File: src/include/pwr_rst_pkg.sv
package pwr_rst_pkg;

  // Clock period of clk_i, in picoseconds
  localparam int unsigned CLK_PERIOD_PS = 4000;

  // Minimum reset hold, in oscillator clock periods
  localparam int unsigned RST_HOLD_CLKS = 24;
  localparam logic [7:0] RST_HOLD_CNT = 8'(RST_HOLD_CLKS);

  // Watchdog reset pulse, in oscillator clock periods
  localparam int unsigned WDT_PULSE_CLKS = 96;
  localparam logic [7:0] WDT_PULSE_CNT = 8'(WDT_PULSE_CLKS);

  // Keyboard wake restart count, in oscillator clock periods
  localparam int unsigned KBD_RESTART_CLKS = 1024;
  localparam logic [10:0] KBD_RESTART_CNT = 11'(KBD_RESTART_CLKS);

  // Program counter value forced by reset
  localparam logic [15:0] RESET_VECTOR = 16'h0000;

  // Wishbone byte addresses
  localparam logic [7:0] ADDR_PWR_CTL = 8'h00;
  localparam logic [7:0] ADDR_CFG = 8'h04;
  localparam logic [7:0] ADDR_STAT = 8'h08;

  // Power control register field positions
  localparam int unsigned BIT_IDLE = 0;
  localparam int unsigned BIT_PWRDN = 1;
  localparam int unsigned BIT_FLAG0 = 2;
  localparam int unsigned BIT_FLAG1 = 3;
  localparam logic [3:0] PWR_CTL_RESET = 4'h0;

  // Configuration register fields
  localparam int unsigned BIT_KBD_LVL = 0;
  localparam int unsigned BIT_KBD_EN = 4;
  localparam int unsigned BIT_INT_EN = 8;
  localparam logic [9:0] CFG_RESET = 10'h000;

  typedef enum logic [4:0] {
    ST_RUN = 5'h01,
    ST_IDLE = 5'h02,
    ST_PWRDN = 5'h04,
    ST_WAIT_INT = 5'h08,
    ST_WAIT_KBD = 5'h10
  } pwr_state_t;

  typedef struct packed {
    logic cpu_clk_en;
    logic per_clk_en;
    logic osc_en;
    logic core_rst;
    logic ram_block;
    logic pins_float;
    logic pins_high;
    logic pins_hold;
  } pwr_ctl_t;

endpackage

File: src/rtl/power_mode_reset_control.sv
// Local design decisions: the address map and register access over Wishbone.
`timescale 1ns/1ps
`default_nettype none

// Notes on behaviour
// - Valid reset initialises registers and forces program counter to zero.
// - Watchdog expiry drives a 96-clock reset pulse onto the reset pin.
// - During reset, port 0 and card pins float, ports 1-5 driven high.
// - In idle and power-down, all pins hold their last data.
// - Reset loads boot mapping enable from the configuration bit.
// - Idle gates CPU clock; peripherals run; CPU state retained.
// - Setting idle bit enters idle after the setting instruction.
// - Idle and power-down set together gives power-down only, no later idle.
// - Enabled interrupt in idle clears idle bit and restores CPU clock.
// - Two general flag bits, software writable, beside mode bits.
// - Reset pin high clears idle bit at once and restores CPU clock.
// - Between reset wake and internal reset, RAM blocked, ports allowed.
// - Power-down stops oscillator and freezes all clocks, state retained.
// - Setting power-down bit enters power-down after the setting instruction.
// - Enabled external or keyboard wake clears power-down bit, restarts clocks.
// - External interrupt wake holds CPU until the line is released.
// - Keyboard wake waits 1024 clocks before execution resumes.
// - Keyboard wake lines trigger on selectable high or low level.
// - External interrupt wake keeps registers and RAM unchanged.
// - Reset pin high clears power-down bit and restarts oscillator.
// - Power-down at bit 1, idle at bit 0, reset zero, power-down wins.
module power_mode_reset_control (
  input wire logic clk_i,
  input wire logic rst_i,
  // Wishbone classic slave
  input wire logic cyc_i,
  input wire logic stb_i,
  input wire logic we_i,
  input wire logic [7:0] adr_i,
  input wire logic [3:0] sel_i,
  input wire logic [31:0] dat_i,
  output logic [31:0] dat_o,
  output logic ack_o,
  // Pins and sources
  input wire logic rst_pin_i,
  input wire logic wdt_expire_i,
  input wire logic boot_jump_config_bit_i,
  input wire logic ext_interrupt_zero_i,
  input wire logic ext_interrupt_one_i,
  input wire logic [3:0] keyboard_wake_lines_i,
  input wire logic irq_pending_i,
  output logic rst_pin_o,
  output logic rst_pin_oe_n_o,
  // Core side
  output logic [15:0] pc_load_o,
  output logic pc_load_en_o,
  output logic boot_map_enable_o,
  output logic cpu_clk_en_o,
  output logic per_clk_en_o,
  output logic osc_en_o,
  output logic core_rst_o,
  output logic ram_block_o,
  output logic pins_float_o,
  output logic pins_high_o,
  output logic pins_hold_o
);

  // Pin synchronisers
  logic [1:0] rst_sync_ff;
  logic [1:0] ext0_sync_ff;
  logic [1:0] ext1_sync_ff;
  logic [3:0] kbd_sync0_ff;
  logic [3:0] kbd_sync1_ff;
  logic rst_pin_s, ext0_s, ext1_s;

  always_ff @(posedge clk_i) begin
    if (rst_i) begin
      rst_sync_ff <= 2'h0;
      ext0_sync_ff <= 2'h0;
      ext1_sync_ff <= 2'h0;
      kbd_sync0_ff <= 4'h0;
      kbd_sync1_ff <= 4'h0;
    end else begin
      rst_sync_ff <= {rst_sync_ff[0], rst_pin_i};
      ext0_sync_ff <= {ext0_sync_ff[0], ext_interrupt_zero_i};
      ext1_sync_ff <= {ext1_sync_ff[0], ext_interrupt_one_i};
      kbd_sync0_ff <= keyboard_wake_lines_i;
      kbd_sync1_ff <= kbd_sync0_ff;
    end
  end

  assign rst_pin_s = rst_sync_ff[1];
  assign ext0_s = ext0_sync_ff[1];
  assign ext1_s = ext1_sync_ff[1];

  // Registers
  logic [3:0] pwr_ctl_ff;
  logic [9:0] cfg_ff;
  logic ack_ff;
  logic [31:0] dat_ff;
  logic wr_pwr_ctl, wr_cfg, req;
  logic boot_map_ff;

  assign req = cyc_i && stb_i && !ack_ff;
  assign wr_pwr_ctl = req && we_i && sel_i[0] && (adr_i == pwr_rst_pkg::ADDR_PWR_CTL);
  assign wr_cfg = req && we_i && (adr_i == pwr_rst_pkg::ADDR_CFG);

  // Watchdog pulse driven onto the reset pin
  logic [7:0] wdt_cnt_ff;
  logic wdt_drive;
  assign wdt_drive = (wdt_cnt_ff != 8'h00);

  always_ff @(posedge clk_i) begin
    if (rst_i) begin
      wdt_cnt_ff <= 8'h00;
    end else if (wdt_expire_i && !wdt_drive) begin
      wdt_cnt_ff <= pwr_rst_pkg::WDT_PULSE_CNT;
    end else if (wdt_drive) begin
      wdt_cnt_ff <= wdt_cnt_ff - 8'h01;
    end
  end

  // Reset level seen by the block: pin or own watchdog pulse
  logic rst_level;
  assign rst_level = rst_pin_s || wdt_drive;

  // Hold counter; internal reset only once the pin held long enough
  logic [7:0] hold_cnt_ff;
  logic core_rst_ff;
  logic hold_met;
  assign hold_met = (hold_cnt_ff >= pwr_rst_pkg::RST_HOLD_CNT);

  always_ff @(posedge clk_i) begin
    if (rst_i) begin
      hold_cnt_ff <= 8'h00;
    end else if (!rst_level) begin
      hold_cnt_ff <= 8'h00;
    end else if (!hold_met) begin
      hold_cnt_ff <= hold_cnt_ff + 8'h01;
    end
  end

  // Internal reset asserts once hold met, releases when level drops
  always_ff @(posedge clk_i) begin
    if (rst_i) begin
      core_rst_ff <= 1'b1;
    end else if (rst_level && hold_met) begin
      core_rst_ff <= 1'b1;
    end else if (!rst_level) begin
      core_rst_ff <= 1'b0;
    end
  end

  // Power mode state machine
  pwr_rst_pkg::pwr_state_t state_ff, nxt_state;
  logic [10:0] kbd_cnt_ff;
  logic [3:0] kbd_hit;
  logic int_wake, kbd_wake;

  genvar gi;
  generate
    for (gi = 0; gi < 4; gi++) begin : g_kbd
      // Level select per line
      assign kbd_hit[gi] = cfg_ff[pwr_rst_pkg::BIT_KBD_EN + gi] &&
        (kbd_sync1_ff[gi] == cfg_ff[pwr_rst_pkg::BIT_KBD_LVL + gi]);
    end
  endgenerate

  assign int_wake = (cfg_ff[pwr_rst_pkg::BIT_INT_EN] && ext0_s) ||
    (cfg_ff[pwr_rst_pkg::BIT_INT_EN + 1] && ext1_s);
  assign kbd_wake = |kbd_hit;

  always_comb begin
    nxt_state = state_ff;
    case (state_ff)
      pwr_rst_pkg::ST_RUN: begin
        if (pwr_ctl_ff[pwr_rst_pkg::BIT_PWRDN]) begin
          nxt_state = pwr_rst_pkg::ST_PWRDN;
        end else if (pwr_ctl_ff[pwr_rst_pkg::BIT_IDLE]) begin
          nxt_state = pwr_rst_pkg::ST_IDLE;
        end
      end
      pwr_rst_pkg::ST_IDLE: begin
        if (rst_level || irq_pending_i) begin
          nxt_state = pwr_rst_pkg::ST_RUN;
        end
      end
      pwr_rst_pkg::ST_PWRDN: begin
        if (rst_level) begin
          nxt_state = pwr_rst_pkg::ST_RUN;
        end else if (int_wake) begin
          nxt_state = pwr_rst_pkg::ST_WAIT_INT;
        end else if (kbd_wake) begin
          nxt_state = pwr_rst_pkg::ST_WAIT_KBD;
        end
      end
      pwr_rst_pkg::ST_WAIT_INT: begin
        if (rst_level || !int_wake) begin
          nxt_state = pwr_rst_pkg::ST_RUN;
        end
      end
      pwr_rst_pkg::ST_WAIT_KBD: begin
        if (rst_level || kbd_cnt_ff == 11'h000) begin
          nxt_state = pwr_rst_pkg::ST_RUN;
        end
      end
      default: nxt_state = pwr_rst_pkg::ST_RUN;
    endcase
  end

  always_ff @(posedge clk_i) begin
    if (rst_i) begin
      state_ff <= pwr_rst_pkg::ST_RUN;
    end else begin
      state_ff <= nxt_state;
    end
  end

  always_ff @(posedge clk_i) begin
    if (rst_i) begin
      kbd_cnt_ff <= 11'h000;
    end else if (state_ff == pwr_rst_pkg::ST_PWRDN) begin
      kbd_cnt_ff <= pwr_rst_pkg::KBD_RESTART_CNT - 11'h001;
    end else if (state_ff == pwr_rst_pkg::ST_WAIT_KBD && kbd_cnt_ff != 11'h000) begin
      kbd_cnt_ff <= kbd_cnt_ff - 11'h001;
    end
  end

  // Power control register; hardware clears beat software sets, except the run-state idle clear under power-down
  logic pwr_ctl_clr;
  assign pwr_ctl_clr = rst_level || core_rst_ff ||
    (state_ff == pwr_rst_pkg::ST_IDLE && irq_pending_i) ||
    (state_ff == pwr_rst_pkg::ST_PWRDN && (int_wake || kbd_wake));

  always_ff @(posedge clk_i) begin
    if (rst_i) begin
      pwr_ctl_ff <= pwr_rst_pkg::PWR_CTL_RESET;
    end else begin
      if (core_rst_ff) begin
        pwr_ctl_ff[pwr_rst_pkg::BIT_FLAG1:pwr_rst_pkg::BIT_FLAG0] <= 2'h0;
      end else if (wr_pwr_ctl) begin
        pwr_ctl_ff[pwr_rst_pkg::BIT_FLAG1:pwr_rst_pkg::BIT_FLAG0] <= dat_i[3:2];
      end
      if (pwr_ctl_clr) begin
        pwr_ctl_ff[pwr_rst_pkg::BIT_PWRDN:pwr_rst_pkg::BIT_IDLE] <= 2'h0;
      end else if (wr_pwr_ctl && state_ff == pwr_rst_pkg::ST_RUN) begin
        pwr_ctl_ff[pwr_rst_pkg::BIT_PWRDN:pwr_rst_pkg::BIT_IDLE] <= dat_i[1:0];
      end else if (state_ff == pwr_rst_pkg::ST_RUN && pwr_ctl_ff[pwr_rst_pkg::BIT_PWRDN]) begin
        pwr_ctl_ff[pwr_rst_pkg::BIT_IDLE] <= 1'b0;
      end
    end
  end

  always_ff @(posedge clk_i) begin
    if (rst_i || core_rst_ff) begin
      cfg_ff <= pwr_rst_pkg::CFG_RESET;
    end else if (wr_cfg) begin
      cfg_ff <= dat_i[9:0];
    end
  end

  // Bus answer: registered ack one cycle after the strobe, zero for unmapped
  always_ff @(posedge clk_i) begin
    if (rst_i) begin
      ack_ff <= 1'b0;
      dat_ff <= 32'h0000_0000;
    end else begin
      ack_ff <= req;
      if (req && !we_i) begin
        if (adr_i == pwr_rst_pkg::ADDR_PWR_CTL) begin
          dat_ff <= {28'h0000000, pwr_ctl_ff};
        end else if (adr_i == pwr_rst_pkg::ADDR_CFG) begin
          dat_ff <= {22'h000000, cfg_ff};
        end else if (adr_i == pwr_rst_pkg::ADDR_STAT) begin
          dat_ff <= {25'h0000000, core_rst_ff, boot_map_ff, state_ff};
        end else begin
          dat_ff <= 32'h0000_0000;
        end
      end
    end
  end

  // Boot map caught from the strap while internal reset is active
  always_ff @(posedge clk_i) begin
    if (rst_i) begin
      boot_map_ff <= 1'b0;
    end else if (core_rst_ff) begin
      boot_map_ff <= boot_jump_config_bit_i;
    end
  end

  // Control outputs; all registered
  pwr_rst_pkg::pwr_ctl_t ctl_ff, nxt_ctl;
  logic wake_by_rst;
  assign wake_by_rst = rst_level && !core_rst_ff;

  always_comb begin
    nxt_ctl = '0;
    nxt_ctl.core_rst = core_rst_ff || (rst_level && hold_met);
    nxt_ctl.osc_en = (nxt_state != pwr_rst_pkg::ST_PWRDN);
    nxt_ctl.per_clk_en = nxt_ctl.osc_en;
    nxt_ctl.cpu_clk_en = (nxt_state == pwr_rst_pkg::ST_RUN);
    // Pins keep last data in low-power states
    nxt_ctl.pins_hold = !nxt_ctl.cpu_clk_en && !nxt_ctl.core_rst;
    nxt_ctl.pins_float = nxt_ctl.core_rst;
    nxt_ctl.pins_high = nxt_ctl.core_rst;
    // RAM is off limits while reset wake runs ahead of internal reset
    nxt_ctl.ram_block = wake_by_rst && !nxt_ctl.core_rst;
  end

  always_ff @(posedge clk_i) begin
    if (rst_i) begin
      ctl_ff <= '{cpu_clk_en: 1'b0, per_clk_en: 1'b1, osc_en: 1'b1, core_rst: 1'b1,
        ram_block: 1'b0, pins_float: 1'b1, pins_high: 1'b1, pins_hold: 1'b0};
    end else begin
      ctl_ff <= nxt_ctl;
    end
  end

  logic pc_load_ff, rst_pin_drv_ff;
  always_ff @(posedge clk_i) begin
    if (rst_i) begin
      pc_load_ff <= 1'b1;
      rst_pin_drv_ff <= 1'b0;
    end else begin
      pc_load_ff <= nxt_ctl.core_rst;
      // Pin high from the load cycle for exactly the pulse count
      rst_pin_drv_ff <= (wdt_expire_i && !wdt_drive) ||
        (wdt_drive && wdt_cnt_ff != 8'h01);
    end
  end

  assign dat_o = dat_ff;
  assign ack_o = ack_ff;
  assign rst_pin_o = rst_pin_drv_ff;
  assign rst_pin_oe_n_o = !rst_pin_drv_ff;
  assign pc_load_o = pwr_rst_pkg::RESET_VECTOR;
  assign pc_load_en_o = pc_load_ff;
  assign boot_map_enable_o = boot_map_ff;
  assign cpu_clk_en_o = ctl_ff.cpu_clk_en;
  assign per_clk_en_o = ctl_ff.per_clk_en;
  assign osc_en_o = ctl_ff.osc_en;
  assign core_rst_o = ctl_ff.core_rst;
  assign ram_block_o = ctl_ff.ram_block;
  assign pins_float_o = ctl_ff.pins_float;
  assign pins_high_o = ctl_ff.pins_high;
  assign pins_hold_o = ctl_ff.pins_hold;

  // Checks
  AST_WDT_LEN: assert property (@(posedge clk_i) disable iff (rst_i)
    $rose(wdt_drive) |-> wdt_drive [*8] ##0 (wdt_cnt_ff == 8'h59))
    else $error("watchdog pulse too short");
  AST_RST_HOLD: assert property (@(posedge clk_i) disable iff (rst_i)
    $rose(core_rst_ff) |-> $past(hold_met))
    else $error("internal reset before hold count");
  AST_PD_WINS: assert property (@(posedge clk_i) disable iff (rst_i)
    (state_ff == pwr_rst_pkg::ST_RUN && pwr_ctl_ff[1] && !rst_level) |=>
    state_ff == pwr_rst_pkg::ST_PWRDN)
    else $error("power-down not taken");
  AST_IDLE_ENTRY: assert property (@(posedge clk_i) disable iff (rst_i)
    (state_ff == pwr_rst_pkg::ST_RUN && pwr_ctl_ff == 4'h1) |=> state_ff == pwr_rst_pkg::ST_IDLE)
    else $error("idle not entered");
  AST_IDLE_EXIT: assert property (@(posedge clk_i) disable iff (rst_i)
    (state_ff == pwr_rst_pkg::ST_IDLE && irq_pending_i) |=> ##1 cpu_clk_en_o && !pwr_ctl_ff[0])
    else $error("idle exit failed");
  AST_OSC_OFF: assert property (@(posedge clk_i) disable iff (rst_i)
    state_ff == pwr_rst_pkg::ST_PWRDN |=> !osc_en_o || state_ff != pwr_rst_pkg::ST_PWRDN)
    else $error("oscillator runs in power-down");
  AST_INT_HOLD: assert property (@(posedge clk_i) disable iff (rst_i)
    (state_ff == pwr_rst_pkg::ST_WAIT_INT && int_wake && !rst_level) |=> !cpu_clk_en_o)
    else $error("cpu ran before line released");
  AST_KBD_WAIT: assert property (@(posedge clk_i) disable iff (rst_i)
    (state_ff == pwr_rst_pkg::ST_WAIT_KBD && kbd_cnt_ff > 11'h1 && !rst_level) |=>
    state_ff == pwr_rst_pkg::ST_WAIT_KBD)
    else $error("keyboard restart cut short");
  AST_RST_PINS: assert property (@(posedge clk_i) disable iff (rst_i)
    core_rst_o |-> pins_float_o && pins_high_o)
    else $error("pin states wrong in reset");
  COV_IDLE: cover property (@(posedge clk_i) state_ff == pwr_rst_pkg::ST_IDLE);
  COV_KBD: cover property (@(posedge clk_i) state_ff == pwr_rst_pkg::ST_WAIT_KBD);
  COV_INT: cover property (@(posedge clk_i) state_ff == pwr_rst_pkg::ST_WAIT_INT);
  COV_WDT: cover property (@(posedge clk_i) $rose(wdt_drive));

endmodule // power_mode_reset_control

`default_nettype wire

File: config.mk
export PLATFORM = sky130hd
export DESIGN_NAME = power_mode_reset_control
export DESIGN_NICKNAME = d
export VERILOG_FILES = /design/src/include/pwr_rst_pkg.sv /design/src/rtl/power_mode_reset_control.sv
export SDC_FILE = /design/constraint.sdc
export NUM_CORES = 1
export LEC_CHECK = 0
export BUFFER_PORTS_ARGS = -buffer_cell sky130_fd_sc_hd__buf_4
export CORE_MARGIN = 5
export CORE_UTILIZATION = 35
export DETAILED_ROUTE_END_ITERATION = 10
export PLACE_DENSITY = 0.67
export SYNTH_ARGS = -nofsm -noshare
export SYNTH_HDL_FRONTEND = slang
export SYNTH_SLANG_ARGS = --single-unit
File: constraint.sdc
create_clock -name clk_i -period 1.8 [get_ports clk_i]
set_input_delay 0.27 -clock clk_i [delete_from_list [all_inputs] [get_ports clk_i]]
set_output_delay 0.27 -clock clk_i [all_outputs]
set_load 0.05 [all_outputs]
Word-level counts from Yosys, hierarchy flattened --
Cells that the tools add are included.
Word-level totals: output and inout port bits 61, bits in registers 101
Operators by class: bitwise gates (word level) 1, magnitude comparators 1, mux-type cells 18, reduce and logical (&&, ||, !) cells 58, $add $sub $neg 3, eq/ne operators 14
Operator list (number):
- $mux W10 | 4
- $mux W5 | 8
- $pmux W5 S5 | 1
- $logic_and A1 B1 Y1 | 24
- $mux W7 | 3
- $logic_or A1 B1 Y1 | 12
- $reduce_or A2 Y1 | 6
- $logic_not A11 Y1 | 1
- $reduce_bool A11 Y1 | 1
- $sub A11 B1 Y11 const B | 1
- $eq A5 B1 Y1 const B | 2
- $add A8 B1 Y8 const B | 1
- $eq A8 B3 Y1 const B | 1
- $eq A8 B4 Y1 const B | 1
- $ge A8 B5 Y1 const B | 1
- $logic_not A1 Y1 | 8
- $logic_not A8 Y1 | 1
- $ne A8 B1 Y1 const B | 1
- $reduce_bool A8 Y1 | 1
- $sub A8 B1 Y8 const B | 1
- $reduce_bool A2 Y1 | 3
- $eq A5 B2 Y1 const B | 1
- $eq A5 B3 Y1 const B | 1
- $eq A5 B4 Y1 const B | 1
- 6 further kinds | 10

Longest topological paths before layout --
Gate-level depths: netlist (run 1).
depth in word-level cells 10, gate-level depth with buffers 8

Worst setup path after synthesis (run 1) --
Ideal clock, no wire load.
path type register -> register, from register wdt_cnt_ff[0], to register state_ff[2], library setup time 0.062 ns, stages on the path, launching flop included 9, arrival time 1.792 ns, slack -0.054 ns, required time 1.738 ns, buffers on the path 1, cell sequence dfxtp_1 -> inv_1 -> ha_1 -> nor4b_1 -> and2_1 -> buf_4 -> a211oi_1 -> nor4_2 -> and4b_1
Between the ends: word-level cells in the longest chain between the ends 5, elaborated cells on any way between the ends 10, those cells by class mux: 5; reduce/logical: 5
Ends and longest elaborated chain:
- start: declaration | RTL line power_mode_reset_control.sv:104 | logic [7:0] wdt_cnt_ff;
- start signal: assignment | RTL line power_mode_reset_control.sv:112 | wdt_cnt_ff <= pwr_rst_pkg::WDT_PULSE_CNT;
- start signal: assignment | RTL line power_mode_reset_control.sv:114 | wdt_cnt_ff <= wdt_cnt_ff - 8'h01;
- $reduce_bool A8 Y1 * | RTL line power_mode_reset_control.sv:106 | assign wdt_drive = (wdt_cnt_ff != 8'h00);
- $logic_or A1 B1 Y1 * | RTL line power_mode_reset_control.sv:120 | assign rst_level = rst_pin_s || wdt_drive;
- $logic_or A1 B1 Y1, on equally long branches | RTL line power_mode_reset_control.sv:198, power_mode_reset_control.sv:179, power_mode_reset_control.sv:193
- $mux W5, on equally long branches | RTL line power_mode_reset_control.sv:198, power_mode_reset_control.sv:179, power_mode_reset_control.sv:193
- $pmux W5 S5 * | RTL line power_mode_reset_control.sv:170 | case (state_ff)
- end signal: assignment | RTL line power_mode_reset_control.sv:208 | state_ff <= pwr_rst_pkg::ST_RUN;
- end signal: assignment | RTL line power_mode_reset_control.sv:210 | state_ff <= nxt_state;
- end: declaration | RTL line power_mode_reset_control.sv:150 | pwr_rst_pkg::pwr_state_t state_ff, nxt_state;
Every way passes the cells marked *; elsewhere a longest branch is shown, timed or not. A chain may end at the register's enable or synchronous reset.

Worst setup path in the final report (run 1) --
from register wdt_cnt_ff[5], to register wdt_cnt_ff[5]
Between the ends: word-level cells in the longest chain between the ends 4, elaborated cells on any way between the ends 7, those cells by class add/sub: 1; mux: 2; reduce/logical: 4
Ends and longest elaborated chain:
- branches (longest 4 deep; another with $sub A8 B1 Y8)
Several ways; the timed one is not identified. The select of a mux whose other input is x is not followed.

==> results_tabular.tex, run 1 <==
\begin{tabular}{lr}
\hline
Metric & Value \\
\hline
\multicolumn{2}{l}{\textbf{Outcome}} \\
\quad Run status & finished, final reports clean \\
\multicolumn{2}{l}{\textbf{Place}} \\
\quad Placed cell areas & approximately 0.0043 mm\^{}2 \\
\quad RD Place Congestion & between 0.8 and 0.9 \\
\quad Pre-CTS setup slack & -0.0618 ns \\
\quad Count of port buffers added during placement & 56 \\
\quad Half-perimeter wire length after detailed placement & around 6.0 mm \\
\multicolumn{2}{l}{\textbf{Global routing}} \\
\quad Wire length of the first global-routing pass & 13.3 mm \\
\quad Vias in the first global route & 2757 \\
\quad Antenna violations before repair & 0 \\
\quad All-layer global routing usage & 0.127 \\
\quad Sum of overflow across all layers after global routing & 0 \\
\quad Maximum number of pins on one net before global-route repair & slightly above 60 \\
\multicolumn{2}{l}{\textbf{Drt}} \\
\quad Per-cell routed wire length & about 13 um \\
\quad Initial DRC count & approximately 160 \\
\quad Total wire length & approximately 8 mm \\
\quad Initial DRT Pass Iterations & 5 \\
\quad Vias & 2955 \\
\quad Drt via density & 4.76 \\
\quad Detailed-route DRC error count & 0 \\
\quad Final antenna-violating net count & 0 \\
\multicolumn{2}{l}{\textbf{CTS}} \\
\quad Clock buffers created by TritonCTS & 9 \\
\quad Number of hold buffers added after cts & 0 \\
\quad CTS clock-pin slew for the worst setup and hold paths & approximately 0.080 ns \\
\quad Clock latency of the later-clocked register in the worst-skew pair & between 0.3 and 0.4 ns \\
\quad Maximum level of the CTS H-tree & 3 \\
\quad Number of sinks on the clock net & between 70 and 80 \\
\quad Setup repair bufs after CTS & 0 \\
\quad Clock tree from TritonCTS & done \\
\quad Root Driver & sky130\_fd\_sc\_hd\_\_clkbuf\_8 \\
\quad Buffers from clock root to sink, at most & 2 \\
\multicolumn{2}{l}{\textbf{Cells and area}} \\
\quad Footprint of the flip-flops and latches & $\sim$0.0016 mm\^{}2 \\
\quad ANT cells & 0 \\
\quad Area of the multi-input gates & 0.00187 mm\^{}2 \\
\quad Area of all placed cells without fillers & between 0.004 and 0.005 mm\^{}2 \\
\quad Growth of design area from synthesis to finish & 23.6\% \\
\quad Share of cells above drive strength 1 & 0.268 \\
\quad Number of nets in the layout & between 500 and 600 \\
\quad Filler Cell Count & between 900 and 1000 \\
\multicolumn{2}{l}{\textbf{Setup path}} \\
\quad Cell with the largest stage delay on the worst path & sky130\_fd\_sc\_hd\_\_or4\_4 \\
\quad Sort of element at the end of the critical path & flop \\
\quad Data required, critical path & 2.03 ns \\
\quad Path type of the worst setup path & reg -> reg \\
\quad Sort of element at the start of the critical path & flop \\
\quad Crit Path Max Fanout & 4 \\
\quad Worst-path cell chain & or4\_4, nor3b\_4, mux2\_4, nor2\_1, a211oi\_1 \\
\quad Longest individual stage delay on the worst path & roughly 0.58 ns \\
\quad Arrival time of the worst setup path & $\sim$2.0 ns \\
\multicolumn{2}{l}{\textbf{Synthesis}} \\
\quad Synthesis warning total & 0 \\
\quad Mapped Cells & 399 \\
\quad Largest area contributor in the synthesized netlist & sky130\_fd\_sc\_hd\_\_dfxtp\_1 \\
\quad Number of storage elements in the synthesis netlist & 79 \\
\quad Top\_reg\_cell synth & sky130\_fd\_sc\_hd\_\_dfxtp\_1 \\
\quad Portion of the post-synthesis area used by sequential elements & 0.427 \\
\quad Number of enable-type register cells in the synthesized netlist & 0 \\
\quad Count of cell types in the netlist & 51 \\
\quad Synthesized area per cell & roughly 9.3 um\^{}2 \\
\quad Post-synthesis instance area & around 0.0037 mm\^{}2 \\
\quad Share of synthesized flip-flops with an asynchronous set or reset & 0 \\
\quad Yosys top cell area share & 0.427 \\
\quad Cells taking the most area after synthesis & sky130\_fd\_sc\_hd\_\_dfxtp\_1 (43\%), sky130\_fd\_sc\_hd\_\_buf\_4 (8.7\%), sky130\_fd\_sc\_hd\_\_nor2\_1 (5.2\%) \\
\multicolumn{2}{l}{\textbf{Job}} \\
\quad Maximum capacitance violations & 0 \\
\multicolumn{2}{l}{\textbf{Die}} \\
\quad Core Rows & 37 \\
\quad Die Ht & 113 um \\
\quad Count of pins on the block boundary & 120 \\
\quad Chip width & 113 um \\
\quad Initial Utilization & 0.359 \\
\quad Floorplan Core Area & around 0.010 mm\^{}2 \\
\quad Die ar. & roughly 0.013 mm\^{}2 \\
\multicolumn{2}{l}{\textbf{Timing}} \\
\quad Final setup violation count & 0 \\
\quad Clock skew after layout & 0.00930 ns \\
\quad Slew Viols, Final & 0 \\
\quad Tcrit/Tclk final & 0.965 \\
\quad Clock period minus worst slack & roughly 1.7 ns \\
\quad Final WS setup & 0.0633 ns \\
\quad Number of failing hold endpoints at the final stage & 0 \\
\quad Highest achievable clock rate & between 0.5 and 0.6 GHz \\
\multicolumn{2}{l}{\textbf{Hold path}} \\
\quad Type of the tightest min-delay check & in -> reg \\
\multicolumn{2}{l}{\textbf{Pwr}} \\
\quad Peak ir drop on the vdd network & about 0.00077 V \\
\quad Leak pwr & between 0.0015 and 0.002 uW \\
\quad Power density over cell area & 1270 mW/mm\^{}2 \\
\hline
\end{tabular}
[state kept, by name, indices dropped and copies added, names as in the netlist]
signal and cells:
pwr_ctl_ff 4, ack_o 1, state_ff 5, pins_hold_o 1, boot_map_enable_o 1, hold_cnt_ff 8, core_rst_ff 1, wdt_cnt_ff 8
kbd_sync0_ff 4, rst_pin_o 1, dat_o 10, cpu_clk_en_o 1, ext1_sync_ff 2, osc_en_o 1, kbd_sync1_ff 4, pc_load_en_o 1
ram_block_o 1, ext0_sync_ff 2, kbd_cnt_ff 11, cfg_ff 10, rst_sync_ff 2
[metal layers]
| layer | share of wire | global-route usage | up-vias |
|---|---|---|---|
| met5 | 0 | 0 | - |
| met4 | 0.013 | 0.0401 | 0 |
| met3 | 0.068 | 0.0326 | 10 |
| met2 | 0.46 | 0.195 | 96 |
| met1 | 0.46 | 0.175 | 1385 |
| li1 | - | - | 1464 |
[Yosys cell counts, types with 2 or more instances]
library cell                number
sky130_fd_sc_hd__a21oi_1        17
sky130_fd_sc_hd__and3_1          3
sky130_fd_sc_hd__clkbuf_1       13
sky130_fd_sc_hd__mux2_2          3
sky130_fd_sc_hd__nor2_1         51
sky130_fd_sc_hd__and2_1          5
sky130_fd_sc_hd__inv_1          12
sky130_fd_sc_hd__nand4b_1        3
sky130_fd_sc_hd__a2bb2oi_1       3
sky130_fd_sc_hd__nand3_1         9
sky130_fd_sc_hd__a211oi_1        3
sky130_fd_sc_hd__or2_2           4
sky130_fd_sc_hd__nand3b_1        6
sky130_fd_sc_hd__nor3b_1         4
sky130_fd_sc_hd__buf_4          43
sky130_fd_sc_hd__nor2b_1        19
sky130_fd_sc_hd__dfxtp_1        79
sky130_fd_sc_hd__mux2i_1        19
sky130_fd_sc_hd__ha_1            6
sky130_fd_sc_hd__nor4_2          2
sky130_fd_sc_hd__a22oi_1         6
sky130_fd_sc_hd__nand4_1         5
sky130_fd_sc_hd__buf_1           2
sky130_fd_sc_hd__a31oi_1         2
sky130_fd_sc_hd__o21ai_0         4
sky130_fd_sc_hd__buf_2           2
sky130_fd_sc_hd__xor2_1         11
sky130_fd_sc_hd__nand2_1         5
sky130_fd_sc_hd__xnor2_1         9
sky130_fd_sc_hd__nor4_1          8
sky130_fd_sc_hd__nand2b_1        3
sky130_fd_sc_hd__nor3_1         15
sky130_fd_sc_hd__a222oi_1        5
[cells by family after synthesis]
logic type	Yosys count	share of synthesized area
adder cells (fa/ha/maj)	6	0.0203
buffers and inverters	72	0.117
multiplexers	23	0.0645
other	1	0.00101
flip-flops	79	0.427
AO/OA/AOI/OAI	50	0.0986
AND/OR/NAND/NOR	148	0.225
XOR/XNOR	20	0.0473
[cell usage in the layout (no fill, tap or decap), types with 4 or more instances in the layout]
cell type,synthesis,final
sky130_fd_sc_hd__nand3_1,9,9
sky130_fd_sc_hd__nor3_1,15,15
sky130_fd_sc_hd__and2_1,5,5
sky130_fd_sc_hd__nor2b_1,19,18
sky130_fd_sc_hd__or2_2,4,4
sky130_fd_sc_hd__dfxtp_1,79,79
sky130_fd_sc_hd__buf_4,43,92
sky130_fd_sc_hd__xor2_1,11,11
sky130_fd_sc_hd__nand3b_1,6,6
sky130_fd_sc_hd__conb_1,1,38
sky130_fd_sc_hd__xnor2_1,9,9
sky130_fd_sc_hd__nor4_1,8,7
sky130_fd_sc_hd__nand2_1,5,5
sky130_fd_sc_hd__clkbuf_8,0,9
sky130_fd_sc_hd__a22oi_1,6,6
sky130_fd_sc_hd__ha_1,6,6
sky130_fd_sc_hd__a21oi_1,17,17
sky130_fd_sc_hd__mux2i_1,19,19
sky130_fd_sc_hd__nand4_1,5,5
sky130_fd_sc_hd__a222oi_1,5,5
sky130_fd_sc_hd__nor2_1,51,50
sky130_fd_sc_hd__inv_1,12,12
[power by group]
group / total, uW / switching (uW) / internal (uW) / leakage, uW
sequential: 2130 / 175 / 1960 / 0.000644
clock: 1350 / 697 / 655 / 0.000101
combinational: 2340 / 1350 / 997 / 0.00122
total: 5830 / 2220 / 3610 / 0.00197
[worst max-delay path: cells and delay by family, from the launching register on]
| family | cells | cell delay [ns] |
|---|---|---|
| and+or+nand+nor | 3 | 0.88 |
| AOI/OAI and AO/OA | 1 | 0.05 |
| muxes | 1 | 0.31 |
| DFF | 1 | 0.37 |
[stage by stage]
stage                     hold slack (ns)  utilization  std cells  setup TNS (ns)  power (uW)
after CTS                           0.107        0.441        621        -0.00100        5810
after floorplan                     0.398            -        436               0        3760
final                               0.127        0.444        621               0        5830
after global placement              0.419        0.420        605          -0.110        4410
after global routing                0.126        0.444        621         -0.0333        6170
after detailed placement            0.420        0.420        605          -0.481        4460
[area by class of cell]
class                      count  area share
clock buffer                   9      0.0270
timing repair buffer          93       0.155
clock inverter                 7      0.0169
tap                          136      0.0372
multi-input combinational    285       0.408
inverter                      12     0.00984
sequential                    79       0.345
[timing repair]
item                                   CTS  global route
endpoints found under the hold margin    0             0
resized for setup                        3             7
setup endpoints to repair                3             7
[final timing paths]
kind	to	slack, ns	startpoint	cells past startpoint
max	wdt_cnt_ff[5]$_SDFFE_PP0P_	0.06	wdt_cnt_ff[5]$_SDFFE_PP0P_	5
min	ext0_sync_ff[0]$_SDFF_PP0_	0.13	ext_interrupt_zero_i	2
max reg2reg	wdt_cnt_ff[5]$_SDFFE_PP0P_	0.06	wdt_cnt_ff[5]$_SDFFE_PP0P_	5
min reg2reg	kbd_sync1_ff[3]$_SDFF_PP0_	0.44	kbd_sync0_ff[3]$_SDFF_PP0_	1
Note: power is estimated with default switching activity, not from simulation.
==> run 2, diff against run 1 <==
ABC_AREA = 1   (was unset)
==> run 2 against run 1 <==
  * Combinational power fell by 34%
  * Final cell count increased by 19%
  * Critical path depth increased by 7
  * Register-to-register slack about the same
  * Via count grew 13%
  * Clock-buffer cell count increased by 2
  * First-iteration DRC count rose by 7.4%
  * Total power shrank 12%
  * Synthesized area up 2.5%
  * Clock power is 16% higher
  * Clock skew down 0.0048 ns
  * Non-clock buffer count fell by 15
==> results_tabular.tex, run 2 <==
\begin{tabular}{lr}
\hline
Metric & Value \\
\hline
\multicolumn{2}{l}{\textbf{CTS}} \\
\quad Clock tree from TritonCTS & done \\
\quad Clock buffers created by TritonCTS & 9 (unchanged) \\
\quad Root Driver & sky130\_fd\_sc\_hd\_\_clkbuf\_8 \\
\quad Clock latency of the later-clocked register in the worst-skew pair & 0.34 ns (about the same) \\
\quad Maximum level of the CTS H-tree & 3 (unchanged) \\
\quad CTS clock-pin slew for the worst setup and hold paths & 0.08 ns (about the same) \\
\quad Number of sinks on the clock net & 79 (unchanged) \\
\quad Buffers from clock root to sink, at most & 2 (unchanged) \\
\multicolumn{2}{l}{\textbf{Global routing}} \\
\quad Sum of overflow across all layers after global routing & 0 (unchanged) \\
\quad Antenna violations before repair & 0 (unchanged) \\
\quad All-layer global routing usage & 0.129 (+0.00205) \\
\quad Maximum number of pins on one net before global-route repair & 28 (-55\%) \\
\quad Wire length of the first global-routing pass & 13.8 mm (+3.8\%) \\
\quad Vias in the first global route & 3095 (+12\%) \\
\multicolumn{2}{l}{\textbf{Die}} \\
\quad Count of pins on the block boundary & 120 (unchanged) \\
\quad Initial Utilization & 0.354 (-0.00547) \\
\quad Floorplan Core Area & 0.0107 mm\^{}2 (+4.1\%) \\
\quad Die ar. & 0.0130 mm\^{}2 (+2.3\%) \\
\quad Core Rows & 38 (+2.7\%) \\
\quad Die Ht & 114 um (+1.1\%) \\
\quad Chip width & 114 um (+1.1\%) \\
\multicolumn{2}{l}{\textbf{Drt}} \\
\quad Final antenna-violating net count & 0 (unchanged) \\
\quad Detailed-route DRC error count & 0 (unchanged) \\
\quad Total wire length & 8.40 mm (+3.5\%) \\
\quad Per-cell routed wire length & 11.3 um (-13\%) \\
\quad Initial DRT Pass Iterations & 4 (-1) \\
\quad Vias & 3328 (+13\%) \\
\quad Drt via density & 4.49 (-5.7\%) \\
\quad Initial DRC count & 175 (+7.4\%) \\
\multicolumn{2}{l}{\textbf{Synthesis}} \\
\quad Portion of the post-synthesis area used by sequential elements & 0.416 (-0.0104) \\
\quad Count of cell types in the netlist & 33 (-35\%) \\
\quad Dominant cell by count in the synthesized netlist & sky130\_fd\_sc\_hd\_\_nand2\_1 \\
\quad Post-synthesis instance area & 0.00380 mm\^{}2 (+2.5\%) \\
\quad Number of enable-type register cells in the synthesized netlist & 0 (unchanged) \\
\quad Cells taking the most area after synthesis & sky130\_fd\_sc\_hd\_\_dfxtp\_1 (42\%), sky130\_fd\_sc\_hd\_\_nand2\_1 (9.0\%), sky130\_fd\_sc\_hd\_\_buf\_4 (8.7\%) \\
\quad Commonest cells in the netlist & sky130\_fd\_sc\_hd\_\_nand2\_1 (91), sky130\_fd\_sc\_hd\_\_dfxtp\_1 (79), sky130\_fd\_sc\_hd\_\_inv\_1 (72) \\
\quad Largest area contributor in the synthesized netlist & sky130\_fd\_sc\_hd\_\_dfxtp\_1 \\
\quad Mapped Cells & 526 (+32\%) \\
\quad Synthesis warning total & 0 (unchanged) \\
\quad Yosys top cell area share & 0.416 (-0.0104) \\
\quad Synthesized area per cell & 7.22 um\^{}2 (-22\%) \\
\quad Share of synthesized flip-flops with an asynchronous set or reset & 0 (unchanged) \\
\quad Top\_reg\_cell synth & sky130\_fd\_sc\_hd\_\_dfxtp\_1 \\
\quad Number of storage elements in the synthesis netlist & 79 (unchanged) \\
\multicolumn{2}{l}{\textbf{Cells and area}} \\
\quad Core Util, Final & 0.426 (-0.0172) \\
\quad Number of flip-flops under the largest register name & 11 (unchanged) \\
\quad Share of cells above drive strength 1 & 0.191 (-0.0770) \\
\quad Number of nets in the layout & 662 (+21\%) \\
\quad Register with the highest flop count & kbd\_cnt\_ff \\
\quad Most frequent standard cell in the layout excluding fill and tap cells & sky130\_fd\_sc\_hd\_\_nand2\_1 \\
\quad Highest-count cells in the layout ignoring fill and taps & sky130\_fd\_sc\_hd\_\_nand2\_1 (90), sky130\_fd\_sc\_hd\_\_dfxtp\_1 (78), sky130\_fd\_sc\_hd\_\_buf\_4 (77) \\
\quad ANT cells & 0 (unchanged) \\
\quad Growth of design area from synthesis to finish & 20.6\% \\
\multicolumn{2}{l}{\textbf{Timing}} \\
\quad Final setup violation count & 0 (unchanged) \\
\quad Highest achievable clock rate & 0.573 GHz (-0.49\%) \\
\quad Slew Viols, Final & 0 (unchanged) \\
\quad Setup repair after global routing missed its margin & yes \\
\quad Clock period minus worst slack & 1.75 ns (+0.00860 ns) \\
\quad Slew at the pin closest to its max-slew limit & about 0.57 ns \\
\quad Tcrit/Tclk final & 0.970 (+0.00478) \\
\quad Final sum of negative setup slack & 0 ns (unchanged) \\
\quad Slew margin rel. & 0.614 \\
\quad Clock skew after layout & 0.00448 ns (-0.00482 ns) \\
\quad Number of failing hold endpoints at the final stage & 0 (unchanged) \\
\multicolumn{2}{l}{\textbf{Pwr}} \\
\quad Share of total power in the clock network & 0.302 (+0.070) \\
\quad Power density over cell area & 1130 mW/mm\^{}2 (-12\%) \\
\quad Proportion of power drawn by flip-flops and latches & 0.396 (+0.030) \\
\quad Peak ir drop on the vdd network & 0.000571 V (-25\%) \\
\quad Leak pwr & 0.00200 uW (+1.8\%) \\
\quad Internal power consumption & 3380 uW (-6.6\%) \\
\quad Switching part of the total power & 0.345 (-0.0350) \\
\quad Switching power of the nets & 1780 uW (-20\%) \\
\quad Final total power & 5160 uW (-12\%) \\
\quad Combinational share of power & 0.301 (-0.101) \\
\multicolumn{2}{l}{\textbf{Setup path}} \\
\quad Crit Path Max Fanout & 6 (+2) \\
\quad Worst-path cell chain & inv\_2, ha\_2, inv\_1, nor2\_1, nand3\_1, nor2\_2, nor2\_2, buf\_6, nor2\_4, inv\_1, o21ai\_0, a21oi\_1 \\
\quad Path type of the worst setup path & reg -> reg \\
\quad Arrival time of the worst setup path & 1.97 ns (about the same) \\
\quad Sort of element at the start of the critical path & flop \\
\quad Longest individual stage delay on the worst path & 0.36 ns (-0.22 ns) \\
\quad Cell with the largest stage delay on the worst path & sky130\_fd\_sc\_hd\_\_dfxtp\_4 \\
\quad Sort of element at the end of the critical path & flop \\
\quad Data required, critical path & 2.02 ns (about the same) \\
\quad R2r worst-path depth & 12 (+7) \\
\multicolumn{2}{l}{\textbf{Place}} \\
\quad RD Place Congestion & 0.927 (+13\%) \\
\quad Half-perimeter wire length after detailed placement & 6.31 mm (+4.7\%) \\
\quad Count of port buffers added during placement & 56 (unchanged) \\
\multicolumn{2}{l}{\textbf{Hold path}} \\
\quad Type of the tightest min-delay check & in -> reg \\
\quad Depth of the worst hold-timing path & 3 (+1) \\
\multicolumn{2}{l}{\textbf{Job}} \\
\quad Maximum capacitance violations & 0 (unchanged) \\
\multicolumn{2}{l}{\textbf{Outcome}} \\
\quad Run status & finished, final reports clean \\
\hline
\end{tabular}
==> run 2: cell types whose count changed after synthesis, moves of 8 or more <==
cell	delta
sky130_fd_sc_hd__a21oi_1	+27
sky130_fd_sc_hd__inv_1	+60
sky130_fd_sc_hd__mux2i_1	-19
sky130_fd_sc_hd__nand2_1	+86
sky130_fd_sc_hd__nand3_1	+20
sky130_fd_sc_hd__nor2_1	+17
sky130_fd_sc_hd__nor2b_1	-19
sky130_fd_sc_hd__nor3_1	-8
sky130_fd_sc_hd__nor4_1	-8
sky130_fd_sc_hd__o21ai_0	+24
sky130_fd_sc_hd__xor2_1	-9
==> run 2: logic make-up (layout without fill, tap and decap cells) <==
logic type / after synthesis / after routing / synth area share
simple gates: 218 / 218 / 0.252
flops: 79 / 79 / 0.416
compound gates: 86 / 86 / 0.121
fa+ha+maj: 6 / 6 / 0.0198
other cells: 1 / 38 / 0.000987
buf+inv: 129 / 168 / 0.174
xor+xnor: 7 / 7 / 0.0161
==> run 2: through the flow <==
stage	hold slack [ns]	std cells	setup WS [ns]	cell area, um^2
after floorplan	0.377	563	0.209	3940
final	0.126	742	0.0547	4580
after global placement	0.392	718	0.102	4260
after CTS	0.111	734	0.00108	4490
after detailed placement	0.392	718	0.0282	4260
after global routing	0.135	742	-0.0804	4580
==> run 2: final timing paths <==
| check | startpoint | end | slack, ns |
|---|---|---|---|
| worst max-delay path | kbd_cnt_ff[0]$_SDFFE_PP0P_ | kbd_cnt_ff[7]$_SDFFE_PP0P_ | 0.05 |
| worst min-delay path | keyboard_wake_lines_i[2] | kbd_sync0_ff[2]$_SDFF_PP0_ | 0.13 |
| worst max register to register | kbd_cnt_ff[0]$_SDFFE_PP0P_ | kbd_cnt_ff[7]$_SDFFE_PP0P_ | 0.05 |
| worst min register to register | kbd_sync0_ff[0]$_SDFF_PP0_ | kbd_sync1_ff[0]$_SDFF_PP0_ | 0.40 |
==> run 2: layer usage <==
| layer | up-vias | routed length [um] | track usage |
|---|---|---|---|
| met3 | 23 | 476 | 0.0217 |
| met4 | 0 | 204 | 0.0530 |
| met2 | 110 | 4200 | 0.226 |
| met1 | 1472 | 3520 | 0.155 |
| met5 | - | 0 | 0 |
| li1 | 1723 | - | - |
==> run 2: final cells by class <==
type                            count  area, um^2
Clock buffer                       11         131
Clock inverter                      5         106
Fill cell                        1122        6160
Inverter                           74         278
Multi-Input combinational cell    355        1720
Sequential cell                    79        1590
Tap cell                          140         175
Timing Repair Buffer               78         589
==> run 2: what timing repair did <==
item,CTS,global route
endpoints found under the setup margin,0,17
hold buffers,0,0
hold endpoints to repair,0,0
buffers inserted,0,8
gates resized for setup,0,13
==> run 2: worst max-delay path, delay by kind of cell, from the launching register on <==
| kind | cells | cell delay (ns) |
|---|---|---|
| simple gates | 5 | 0.64 |
| flops | 1 | 0.36 |
| buf+inv | 4 | 0.30 |
| compound gates | 2 | 0.17 |
| fa+ha+maj | 1 | 0.16 |
==> run 2: power groups by stage <==
stage	combinational (uW)	clock, uW	sequential [uW]
finish	1550	1560	2040
detailed placement	1470	0	2090
CTS	1480	1600	2050
global route	1730	1670	2070
global placement	1450	0	2080
floorplan	1140	0	2160
==> run 3, diff against run 2 <==
--- a/config.mk
+++ b/config.mk
@@ -9,3 +9,2 @@
 export BUFFER_PORTS_ARGS = -buffer_cell sky130_fd_sc_hd__buf_4
-export CORE_MARGIN = 5
 export CORE_UTILIZATION = 35
--- a/constraint.sdc
+++ b/constraint.sdc
@@ -3,2 +3,2 @@
 set_output_delay 0.27 -clock clk_i [all_outputs]
-set_load 0.05 [all_outputs]
+set_load 0.02 [all_outputs]
==> run 3 against run 2 <==
  * Critical path depth shrank 3
  * Clock power shrank 11%
  * Register-to-register slack gained 0.09 ns
  * Final area shrank 2.0%
  * Non-clock buffer count shrank 6
  * Utilization grew 0.46 points
  * Total power shrank 8.8%
  * Largest cell class unchanged
  * Largest power group unchanged
==> results_tabular.tex, run 3 (same netlist as run 2, synthesis figures left out) <==
\begin{tabular}{lr}
\hline
Metric & Value \\
\hline
\multicolumn{2}{l}{\textbf{Cells and area}} \\
\quad Growth of design area from synthesis to finish & 18.2\% \\
\quad Most frequent standard cell in the layout excluding fill and tap cells & sky130\_fd\_sc\_hd\_\_nand2\_1 \\
\quad ANT cells & 0 (unchanged) \\
\quad Share of cells above drive strength 1 & 0.176 (-0.0149) \\
\quad Highest-count cells in the layout ignoring fill and taps & sky130\_fd\_sc\_hd\_\_nand2\_1 (91), sky130\_fd\_sc\_hd\_\_dfxtp\_1 (77), sky130\_fd\_sc\_hd\_\_inv\_1 (72) \\
\quad Register with the highest flop count & kbd\_cnt\_ff \\
\quad Number of nets in the layout & 656 (-0.91\%) \\
\quad Number of flip-flops under the largest register name & 11 (unchanged) \\
\quad Filler Cell Count & 1069 (-4.7\%) \\
\multicolumn{2}{l}{\textbf{Drt}} \\
\quad Vias & 3348 (+0.60\%) \\
\quad Initial DRC count & 207 (+18\%) \\
\quad Drt via density & 4.57 (+2.0\%) \\
\quad Per-cell routed wire length & 11.1 um (-1.9\%) \\
\quad Met2 wirelength from detailed routing & 3.97 mm (-5.6\%) \\
\quad Wire length on met3 & 469 um (-1.5\%) \\
\quad Met1 wire length & 3.62 mm (+2.8\%) \\
\quad Initial DRT Pass Iterations & 5 (+1) \\
\quad Highest routed metal layer & met4 \\
\quad Final antenna-violating net count & 0 (unchanged) \\
\quad Detailed-route DRC error count & 0 (unchanged) \\
\quad Total wire length & 8.13 mm (-3.3\%) \\
\multicolumn{2}{l}{\textbf{Global routing}} \\
\quad Antenna violations before repair & 0 (unchanged) \\
\quad All-layer global routing usage & 0.153 (+0.0240) \\
\quad Vias in the first global route & 3084 (-0.36\%) \\
\quad Wire length of the first global-routing pass & 13.8 mm (about the same) \\
\quad Maximum number of pins on one net before global-route repair & 27 (-3.6\%) \\
\quad Sum of overflow across all layers after global routing & 0 (unchanged) \\
\multicolumn{2}{l}{\textbf{Pwr}} \\
\quad Power density over cell area & 1050 mW/mm\^{}2 (-6.9\%) \\
\quad Leak pwr & 0.00197 uW (-1.7\%) \\
\quad Share of total power in the clock network & 0.295 (-0.007) \\
\quad Combinational share of power & 0.271 (-0.030) \\
\quad Switching power of the nets & 1630 uW (-8.2\%) \\
\quad Proportion of power drawn by flip-flops and latches & 0.434 (+0.038) \\
\quad Switching part of the total power & 0.347 (+0.00206) \\
\quad Peak ir drop on the vdd network & 0.000557 V (-2.5\%) \\
\quad Internal power consumption & 3070 uW (-9.1\%) \\
\multicolumn{2}{l}{\textbf{CTS}} \\
\quad Buffers from clock root to sink, at most & 2 (unchanged) \\
\quad Setup repair bufs after CTS & 0 (unchanged) \\
\quad Resized cells post-CTS & 0 (unchanged) \\
\quad Clock latency of the later-clocked register in the worst-skew pair & 0.36 ns (+0.02 ns) \\
\quad Clock tree from TritonCTS & done \\
\quad Number of sinks on the clock net & 79 (unchanged) \\
\quad CTS clock-pin slew for the worst setup and hold paths & 0.09 ns (about the same) \\
\quad Root Driver & sky130\_fd\_sc\_hd\_\_clkbuf\_8 \\
\quad Number of hold buffers added after cts & 0 (unchanged) \\
\quad Clock buffers created by TritonCTS & 9 (unchanged) \\
\quad Maximum level of the CTS H-tree & 3 (unchanged) \\
\multicolumn{2}{l}{\textbf{Timing}} \\
\quad Highest achievable clock rate & 0.604 GHz (+5.5\%) \\
\quad Slew Viols, Final & 0 (unchanged) \\
\quad Number of failing hold endpoints at the final stage & 0 (unchanged) \\
\quad Clock period minus worst slack & 1.65 ns (-0.0904 ns) \\
\quad Post-route worst hold slack & 0.0991 ns (-0.0267 ns) \\
\quad Setup repair after global routing missed its margin & yes \\
\quad Clock skew after layout & 0.0119 ns (+0.00738 ns) \\
\quad Final setup violation count & 0 (unchanged) \\
\quad Final sum of negative setup slack & 0 ns (unchanged) \\
\quad Tcrit/Tclk final & 0.919 (-0.0502) \\
\multicolumn{2}{l}{\textbf{Place}} \\
\quad Half-perimeter wire length after detailed placement & 6.29 mm (-0.32\%) \\
\quad Count of port buffers added during placement & 56 (unchanged) \\
\quad RD Place Congestion & 0.877 (-5.4\%) \\
\multicolumn{2}{l}{\textbf{Die}} \\
\quad Die Ht & 106 um (-7.0\%) \\
\quad Initial Utilization & 0.365 (+0.0112) \\
\quad Die ar. & 0.0113 mm\^{}2 (-14\%) \\
\quad Chip width & 106 um (-7.0\%) \\
\quad Core Rows & 37 (-2.6\%) \\
\quad Floorplan Core Area & 0.0104 mm\^{}2 (-3.1\%) \\
\quad Count of pins on the block boundary & 120 (unchanged) \\
\multicolumn{2}{l}{\textbf{Setup path}} \\
\quad Crit Path Max Fanout & 5 (-1) \\
\quad Arrival time of the worst setup path & 1.88 ns (-0.09 ns) \\
\quad Data required, critical path & 2.02 ns (about the same) \\
\quad Longest individual stage delay on the worst path & 0.34 ns (-0.02 ns) \\
\quad Sort of element at the end of the critical path & flop \\
\quad Worst setup path startpoint & wdt\_cnt\_ff[0]\$\_SDFFE\_PP0P\_ \\
\quad Cell with the largest stage delay on the worst path & sky130\_fd\_sc\_hd\_\_dfxtp\_2 \\
\quad R2R Path Start & wdt\_cnt\_ff[0]\$\_SDFFE\_PP0P\_ \\
\quad Worst-path cell chain & inv\_1, ha\_1, nand2\_4, nor2\_4, nand2\_1, nor2\_2, inv\_1, o21ai\_1, nand2\_1 \\
\quad Path type of the worst setup path & reg -> reg \\
\quad Sort of element at the start of the critical path & flop \\
\multicolumn{2}{l}{\textbf{Outcome}} \\
\quad Run status & finished, final reports clean \\
\multicolumn{2}{l}{\textbf{Hold path}} \\
\quad Type of the tightest min-delay check & in -> reg \\
\quad Launch point of the worst hold path & ext\_interrupt\_one\_i \\
\multicolumn{2}{l}{\textbf{Job}} \\
\quad Maximum capacitance violations & 0 (unchanged) \\
\hline
\end{tabular}
## run 3: changes by cell type in the layout (fill, tap and decap cells not counted), sizes merged
cell	before	now
buf	78	72
clkbuf	11	9
clkinv	1	0
inv	74	79
bufinv	3	1
## run 3: metrics by stage
step,instances,instance area (um^2),util,power (uW),worst slack [ns]
4_1_cts,732,4470,0.429,4740,0.0849
3_5_place_dp,716,4270,0.409,3350,0.0931
5_1_grt,732,4490,0.431,5020,0.0140
6_report,732,4490,0.431,4700,0.145
2_1_floorplan,563,3940,-,3080,0.209
3_3_place_gp,716,4270,0.409,3310,0.149
## run 3: final timing paths
path,endpoint,slack [ns],cells after the start
setup / recovery,osc_en_o$_SDFF_PP1_,0.15,9
hold / removal,ext1_sync_ff[0]$_SDFF_PP0_,0.1,3
setup reg to reg,osc_en_o$_SDFF_PP1_,0.15,9
hold reg to reg,rst_sync_ff[1]$_SDFF_PP0_,0.40,2
## run 3: layer usage
metal / vias up / global-route usage
met5: - / 0
met4: 0 / 0.0357
met3: 7 / 0.0380
met2: 105 / 0.265
met1: 1513 / 0.189
li1: 1723 / -
## run 3: cell type report
type | instances | area [um^2] | area share
multi-input combinational | 355 | 1710 | 0.380
sequential | 79 | 1580 | 0.353
timing repair buffer | 72 | 544 | 0.121
inverter | 74 | 278 | 0.0619
tap | 136 | 170 | 0.0379
clock buffer | 9 | 124 | 0.0276
clock inverter | 7 | 83.8 | 0.0187
## run 3: worst max-delay path, delay by kind of cell, from the launching register on
kind | cells | cell delay (ns)
AO/OA/AOI/OAI | 1 | 0.14
buffers and inverters | 2 | 0.18
AND/OR/NAND/NOR | 5 | 0.65
adder cells (fa/ha/maj) | 1 | 0.21
flip-flops | 1 | 0.34
## run 3: power by group through the flow
stage          clock network (uW)  registers, uW  logic, uW
6_report                     1390           2040       1270
5_1_grt                      1520           2070       1430
4_1_cts                      1430           2040       1270
3_5_place_dp                    0           2080       1270
3_3_place_gp                    0           2070       1240
2_1_floorplan                   0           2090        989
